[config.mk]
export PLATFORM = sky130hd
export DESIGN_NAME = pinirq_unit
export DESIGN_NICKNAME = d
export VERILOG_FILES = /design/src/hdl/pinirq_pkg.sv /design/src/hdl/pinirq_unit.sv
export SDC_FILE = /design/constraint.sdc
export NUM_CORES = 1
export LEC_CHECK = 0
export BUFFER_PORTS_ARGS = -buffer_cell sky130_fd_sc_hd__buf_4
export CAP_MARGIN = 30
export CORE_MARGIN = 2
export CORE_UTILIZATION = 47
export DETAILED_ROUTE_END_ITERATION = 10
export PLACE_DENSITY = 0.75
export SYNTH_ARGS = -nofsm -noshare
export SYNTH_HDL_FRONTEND = slang
export SYNTH_SLANG_ARGS = --single-unit
[constraint.sdc]
create_clock -name pclk -period 3.2 [get_ports pclk]
set_clock_uncertainty 0.2 [all_clocks]
set_input_delay 0.48 -clock pclk [delete_from_list [all_inputs] [get_ports pclk]]
set_output_delay 0.48 -clock pclk [all_outputs]
set_load 0.02 [all_outputs]
[src/hdl/pinirq_pkg.sv]
/*
  package for the pin interrupt unit: register offsets, field positions,
  reset values. assumes an apb slave with 32-bit data, byte addresses.
*/
package pinirq_pkg;
  // ----------------------------------------------------------------
  // register map
  // ----------------------------------------------------------------
  localparam logic [7:0] PINIRQ_OFS_SC     = 8'h00;
  localparam logic [7:0] PINIRQ_OFS_PE     = 8'h04;
  localparam logic [7:0] PINIRQ_OFS_ES     = 8'h08;
  localparam logic [7:0] PINIRQ_OFS_PULL   = 8'h0c;
  localparam logic [7:0] PINIRQ_OFS_STOP   = 8'h10;
  // ----------------------------------------------------------------
  // fields
  // ----------------------------------------------------------------
  localparam int PINIRQ_SC_MOD = 0;
  localparam int PINIRQ_SC_IE  = 1;
  localparam int PINIRQ_SC_ACK = 2;
  localparam int PINIRQ_SC_FLG = 3;
  localparam int PINIRQ_NPINS  = 8;
  localparam logic [7:0] PINIRQ_RST_BYTE = 8'h00;
endpackage

[src/hdl/pinirq_unit.sv]
/*
  eight-pin interrupt unit with an apb register slave.
  assumes pins are synchronous to pclk; stop_deep_i is a level from the
  power controller, high while the deepest stop modes are active.
*/
// Decided for this implementation: the register addresses and the APB interface to the registers.
`timescale 1ns/10ps
module pinirq_unit
  import pinirq_pkg::*;
(
  input  wire logic        pclk,
  input  wire logic        presetn,
  input  wire logic        psel,
  input  wire logic        penable,
  input  wire logic        pwrite,
  input  wire logic [7:0]  paddr,
  input  wire logic [31:0] pwdata,
  output logic             pready,
  output logic [31:0]      prdata,
  output logic             pslverr,
  input  wire logic [7:0]  irq_input_pin,
  input  wire logic        stop_deep_i,
  output logic             irq_o,
  output logic [7:0]       pull_up_en_o,
  output logic [7:0]       pull_dn_en_o
);
  // ----------------------------------------------------------------
  // registers
  // ----------------------------------------------------------------
  logic       detect_mode_q, irq_enable_q, detect_flag_q;
  logic [7:0] pin_irq_enable_mask_q, pin_irq_polarity_select_q;
  logic [7:0] port_pull_enable_q;
  logic [7:0] asserted_q;
  logic       armed_q;
  logic       detect_mode_d, irq_enable_d, detect_flag_d, armed_d;
  logic [7:0] pe_d, es_d, pull_d;
  logic [31:0] prdata_d;
  logic       pslverr_d;

  // ----------------------------------------------------------------
  // bus decode
  // ----------------------------------------------------------------
  wire acc      = psel & penable;
  wire wr       = acc & pwrite;
  wire hit_sc   = paddr == PINIRQ_OFS_SC;
  wire hit_pe   = paddr == PINIRQ_OFS_PE;
  wire hit_es   = paddr == PINIRQ_OFS_ES;
  wire hit_pull = paddr == PINIRQ_OFS_PULL;
  wire hit_stop = paddr == PINIRQ_OFS_STOP;
  wire mapped   = hit_sc | hit_pe | hit_es | hit_pull | hit_stop;
  wire wr_sc    = wr & hit_sc & ~stop_deep_i;
  wire ack_wr   = wr_sc & pwdata[PINIRQ_SC_ACK];
  // low write byte, kept as a net so the checks can look back at it
  wire [7:0] wbyte = pwdata[7:0];

  // ----------------------------------------------------------------
  // detection
  // ----------------------------------------------------------------
  // asserted level per pin after polarity, masked by enable
  wire [7:0] pol_in  = irq_input_pin ^ ~pin_irq_polarity_select_q;
  wire [7:0] act     = pol_in & pin_irq_enable_mask_q;
  // edge: deasserted last cycle, asserted now
  wire [7:0] edges   = act & ~asserted_q;
  wire       any_act = |act;
  wire       edge_ok = armed_q & |edges;
  wire       set_flg = edge_ok | (detect_mode_q & any_act);
  wire       clr_ok  = ack_wr & ~(detect_mode_q & any_act);

  always_comb begin
    detect_mode_d = detect_mode_q;
    irq_enable_d  = irq_enable_q;
    pe_d          = pin_irq_enable_mask_q;
    es_d          = pin_irq_polarity_select_q;
    pull_d        = port_pull_enable_q;
    if (wr_sc) begin
      detect_mode_d = pwdata[PINIRQ_SC_MOD];
      irq_enable_d  = pwdata[PINIRQ_SC_IE];
    end
    if (wr & hit_pe & ~stop_deep_i) begin
      pe_d = pwdata[7:0];
    end
    if (wr & hit_es & ~stop_deep_i) begin
      es_d = pwdata[7:0];
    end
    if (wr & hit_pull & ~stop_deep_i) begin
      pull_d = pwdata[7:0];
    end
    // set wins over acknowledge in the same cycle
    detect_flag_d = set_flg | (detect_flag_q & ~clr_ok);
    // re-arm only once every enabled input is back at rest
    armed_d = ~any_act | (armed_q & ~|edges);
    if (stop_deep_i) begin
      detect_mode_d = 1'b0;
      irq_enable_d  = 1'b0;
      pe_d          = PINIRQ_RST_BYTE;
      es_d          = PINIRQ_RST_BYTE;
      pull_d        = PINIRQ_RST_BYTE;
      detect_flag_d = 1'b0;
      armed_d       = 1'b0;
    end
  end

  // ----------------------------------------------------------------
  // read mux
  // ----------------------------------------------------------------
  wire [7:0] sc_rd = {4'h0, detect_flag_q, 1'b0, irq_enable_q,
                      detect_mode_q};
  always_comb begin
    prdata_d = 32'h0000_0000;
    if (psel & ~penable & ~pwrite) begin
      if (hit_sc)   prdata_d = {24'h00_0000, sc_rd};
      if (hit_pe)   prdata_d = {24'h00_0000, pin_irq_enable_mask_q};
      if (hit_es)   prdata_d = {24'h00_0000, pin_irq_polarity_select_q};
      if (hit_pull) prdata_d = {24'h00_0000, port_pull_enable_q};
      if (hit_stop) prdata_d = {31'h0, stop_deep_i};
    end else if (acc) begin
      prdata_d = prdata;
    end
  end
  // unmapped address errors; slave answers in the first access cycle
  assign pslverr_d = psel & ~penable & ~mapped;

  // ----------------------------------------------------------------
  // flops
  // ----------------------------------------------------------------
  always_ff @(posedge pclk or negedge presetn) begin
    if (!presetn) begin
      detect_mode_q             <= 1'b0;
      irq_enable_q              <= 1'b0;
      detect_flag_q             <= 1'b0;
      pin_irq_enable_mask_q     <= PINIRQ_RST_BYTE;
      pin_irq_polarity_select_q <= PINIRQ_RST_BYTE;
      port_pull_enable_q        <= PINIRQ_RST_BYTE;
      asserted_q                <= 8'h00;
      armed_q                   <= 1'b0;
      irq_o                     <= 1'b0;
      pull_up_en_o              <= 8'h00;
      pull_dn_en_o              <= 8'h00;
      pready                    <= 1'b1;
      prdata                    <= 32'h0000_0000;
      pslverr                   <= 1'b0;
    end else begin
      detect_mode_q             <= detect_mode_d;
      irq_enable_q              <= irq_enable_d;
      detect_flag_q             <= detect_flag_d;
      pin_irq_enable_mask_q     <= pe_d;
      pin_irq_polarity_select_q <= es_d;
      port_pull_enable_q        <= pull_d;
      asserted_q                <= stop_deep_i ? 8'h00 : act;
      armed_q                   <= armed_d;
      irq_o                     <= detect_flag_d & irq_enable_d;
      pull_up_en_o              <= pull_d & ~es_d;
      pull_dn_en_o              <= pull_d & es_d;
      pready                    <= 1'b1;
      prdata                    <= prdata_d;
      pslverr                   <= pslverr_d;
    end
  end
endmodule

==> impl_table.tex <==
\begin{tabular}{lr}
\hline
Metric & Value \\
\hline
\multicolumn{2}{l}{\textbf{Synthesis}} \\
\quad Syn. warnings & 0 \\
\quad Most used flip-flop cell after synthesis & dfrtp\_1 \\
\quad Fraction of the yosys area taken by sequential cells & 46.4\% \\
\quad Post-Synth Simple-Gate Area & 22.8\% \\
\quad Yosys top cell by area & dfrtp\_1 \\
\quad Unique masters post-synth & 47 \\
\quad Count of flip-flops with a built-in enable after synthesis & 0 \\
\quad Number of storage elements in the synthesis netlist & 62 \\
\quad Xor/xnor cell area share of the yosys netlist & 2.10\% \\
\quad Post-Syn Area & roughly 3300 µm² \\
\quad Fraction of synthesized cell area taken by the top area cell type & between 40\% and 50\% \\
\quad Fraction of the mapped netlist area in compound gates & between 15 and 20\% \\
\quad Synthesized-area fraction occupied by adder cells & 0\% \\
\quad Mean post-synth cell area & 9.36 µm² \\
\quad Number of instances in the synthesized netlist & around 360 \\
\quad Main combinational cell family by area after synthesis & simple AND/OR/NAND/NOR gates \\
\quad Biggest area contributors in the synthesized netlist & dfrtp\_1 46\%, buf\_4 5.8\%, nand2\_1 5.2\% \\
\quad Multiplexer area fraction after synthesis & under 10\% \\
\quad Post-synth ARST share & 100\% \\
\multicolumn{2}{l}{\textbf{Die}} \\
\quad Horizontal extent of the die & between 80 and 90 µm \\
\quad Vert. Die Dim & just under 90 µm \\
\quad Site row count & 30 \\
\quad Starting density of the core & around half \\
\quad I/O pin count & 105 \\
\quad Full die area & $\sim$7800 µm² \\
\quad Core region area & 6830 µm² \\
\multicolumn{2}{l}{\textbf{Setup path}} \\
\quad FF-to-FF path depth & 5 \\
\quad Dominant delay contributor by cell family on the critical path & simple AND/OR/NAND/NOR gates \\
\quad Register-to-Register Setup Slack & 1390 ps \\
\quad Delay contributed by the slowest stage of the critical path & 530 ps \\
\quad Top fanout value on the critical path & 12 \\
\quad R2R Path Start & pin\_irq\_polarity\_select\_q[7]\$\_DFF\_PN0\_ \\
\quad Critical path's slowest cell & nor2\_2 \\
\quad Sum of buffers and inverters on the critical path & 1 \\
\quad Signal arrival time at the worst endpoint & about 2000 ps \\
\quad Capture point of the worst reg-to-reg path & irq\_o\$\_DFF\_PN0\_ \\
\quad Type of element capturing the critical path & register \\
\quad WP data required & 3220 ps \\
\quad Critical path class & primary input to register \\
\quad Critical Path Source Type & primary input \\
\quad Worst path cell trace & buf\_4, nor3\_4, nand3\_1, nor2\_2, mux2i\_1, nor2\_1 \\
\multicolumn{2}{l}{\textbf{Route}} \\
\quad Number of antenna-violating nets in the routed design & 0 \\
\quad Total detailed-routing wirelength & between 8000 and 9000 µm \\
\quad Via count & $\sim$2,800 \\
\quad Drc violations & 0 \\
\quad Violation count after the first detailed-route iteration & $\sim$240 \\
\quad Final routed wire length divided by cell count & around 16 µm \\
\quad Vias/cell & roughly 5.6 \\
\quad Detailed-routing iteration count for the pre-antenna-repair pass & 5 \\
\multicolumn{2}{l}{\textbf{CTS}} \\
\quad Post-CTS Hold Buffers & 0 \\
\quad Bufs on Longest Clock Path & 2 \\
\quad Cell chosen for the clock root & clkbuf\_8 \\
\quad CTS H-tree depth & 3 \\
\quad Clk sinks & between 60 and 70 \\
\quad CTS resizes & 0 \\
\quad Clock transition at the registers of the reported paths & $\sim$60 ps \\
\quad Post CTS Setup Buffer Count & 0 \\
\quad Source-to-sink clock delay at the later pin of the worst-skew pair & about 350 ps \\
\quad TritonCTS clock tree & yes \\
\quad Clock buffers created by TritonCTS & 9 \\
\multicolumn{2}{l}{\textbf{Power}} \\
\quad Switching fraction of total power & roughly 25\% \\
\quad Comb power frac & 9.3\% \\
\quad Internal portion of total power & roughly 1200 µW \\
\quad Power per standard cell area & 402 nW/µm² \\
\quad Sequential cell fraction of total power & 50.6\% \\
\quad Largest vdd supply drop & $\sim$180 µV \\
\quad Leakage power figure & 0.00179 µW \\
\quad Power dissipated by switching net loads & slightly below 400 µW \\
\quad Clock share of power & between 40\% and 50\% \\
\multicolumn{2}{l}{\textbf{Cells and area}} \\
\quad Layout fillers & 612 \\
\quad Layout Nets & about 460 \\
\quad Share of the core filled with cells & a little under three fifths \\
\quad N\_diodes & 0 \\
\quad Layout cell share with drive strength beyond 1 & a little over 20\% \\
\quad Area delta synth->final & 15.7\% \\
\multicolumn{2}{l}{\textbf{GRT}} \\
\quad Pin count of the biggest net entering global routing & 63 \\
\quad Antenna violations before repair & 0 \\
\quad Global-route usage over all layers & between 20\% and 30\% \\
\quad Overflow left after global routing & 0 \\
\quad First-pass GRT wire length & about 13,000 µm \\
\quad Via count of the first global-routing pass & between 2,000 and 2,500 \\
\multicolumn{2}{l}{\textbf{Timing}} \\
\quad Final critical-path setup slack & between 1000 and 1500 ps \\
\quad Highest clock frequency the design can meet & just under 500 MHz \\
\quad Crit share post-route & a little under two thirds \\
\quad Post-route minimum period & 2030 ps \\
\quad Count of endpoints failing setup in the final report & 0 \\
\quad Final setup TNS & 0 ps \\
\quad Transition at the pin with the smallest max-transition slack & $\sim$780 ps \\
\quad Relative slew slack & 48.2\% \\
\quad Min Hold Slack & roughly 6.2 ps \\
\quad Number of hold-slack violations in the final timing report & 0 \\
\quad Setup repair after global routing missed its margin & false \\
\quad Number of slew-limit violations in the final report & 0 \\
\multicolumn{2}{l}{\textbf{Worst hold path}} \\
\quad Hold Path Class & primary input to asynchronous set/reset pin \\
\multicolumn{2}{l}{\textbf{Status}} \\
\quad Run status & finished, final reports clean \\
\multicolumn{2}{l}{\textbf{Place}} \\
\quad Detailed placer's ending HPWL & between 5000 and 6000 µm \\
\quad Worst slack at placement & roughly 840 ps \\
\quad Port-buffer cells & between 50 and 60 \\
\quad Global placement routability congestion & about 0.85 \\
\multicolumn{2}{l}{\textbf{Run}} \\
\quad Total of max-cap violations & 0 \\
\hline
\end{tabular}
-- cell usage in the layout (no fill, tap or decap), drive strengths merged, types with 5 or more instances in the layout --
cell type / n
o211ai: 7
nand4b: 5
a21oi: 19
nor3: 7
nand3b: 7
conb: 25
and3: 9
buf: 57
a31oi: 8
nand3: 11
nand2: 46
clkbuf: 13
a22oi: 6
nor2: 38
mux2i: 7
xnor2: 8
dfrtp: 62
o21ai: 23
a22o: 11
nand4: 7
-- how the worst max path moves through the flow --
stage                   from                                endpoint  slack, ps  cells after the start
global placement    paddr[5]  pin_irq_polarity_select_q[7]$_DFF_PN0_        860                      6
detailed placement  paddr[5]  pin_irq_polarity_select_q[1]$_DFF_PN0_        840                      6
floorplan           paddr[5]  pin_irq_polarity_select_q[2]$_DFF_PN0_       1320                      6
CTS                 paddr[5]  pin_irq_polarity_select_q[1]$_DFF_PN0_       1190                      6
global route        paddr[5]  pin_irq_polarity_select_q[1]$_DFF_PN0_       1010                      6
finish              paddr[5]  pin_irq_polarity_select_q[1]$_DFF_PN0_       1170                      6
-- through the flow --
step	total power, µW	std cells	area, µm²
2_1_floorplan	901	380	3430
3_3_place_gp	941	488	3690
3_5_place_dp	944	488	3690
4_1_cts	1560	502	3860
5_1_grt	1610	502	3860
6_report	1550	502	3860
-- layout make-up --
type,count,area [µm²],area share [%]
timing repair buffer,57,428,11.1
clock buffer,13,169,4.37
clock inverter,1,5.00,0.130
multi-input combinational,269,1580,40.8
inverter,4,15.0,0.389
tap,96,120,3.11
sequential,62,1550,40.2
-- kinds of logic (layout without fill, tap and decap cells) --
logic type	Yosys count	after routing
muxes	11	11
xor gates and xnor gates	8	8
DFF	62	62
other	2	25
and+or+nand+nor	143	143
buffers and inverters	49	75
AOI/OAI and AO/OA	82	82
-- power groups by stage --
| stage | clock [µW] | combinational [µW] | sequential [µW] |
|---|---|---|---|
| floorplan | 0 | 99.1 | 802 |
| global placement | 0 | 140 | 800 |
| detailed placement | 0 | 143 | 801 |
| CTS | 633 | 144 | 786 |
| global route | 666 | 158 | 786 |
| finish | 623 | 144 | 786 |
-- cells in the mapped netlist, types with 3 or more instances --
cell	instances
o211ai_1	7
buf_4	26
mux2i_1	7
nor2_1	36
a31oi_1	8
inv_1	3
nand2_1	46
nand3_1	11
nor3_1	4
and3_1	9
nand4_1	5
buf_2	8
a22oi_1	6
a21oi_1	19
o21ai_0	21
mux2_2	3
dfrtp_1	62
nand4b_1	5
a22o_1	11
xnor2_1	8
nand3b_1	7
clkbuf_1	9
-- layer usage --
layer	part of all wire [%]	GRT usage, %	vias to the layer above
met5	0	0	-
met4	2.2	9.37	0
met3	7.0	5.22	18
met2	46	31.2	121
met1	44	30.8	1344
li1	-	-	1319
-- registers in the layout (all words and copies together), names as in the netlist, 8 cells and up --
signal                     count
asserted_q                     8
pin_irq_enable_mask_q          8
pin_irq_polarity_select_q      8
port_pull_enable_q             8
prdata                         8
pull_dn_en_o                   8
pull_up_en_o                   8
-- worst register-to-register path: stages (launching register included) --
cell      delay (ps)
dfrtp_1          470
xnor2_1          190
a32oi_1          230
o211ai_1         120
o21ai_0          300
a221oi_1         150
Note: power is estimated with default switching activity, not from simulation.
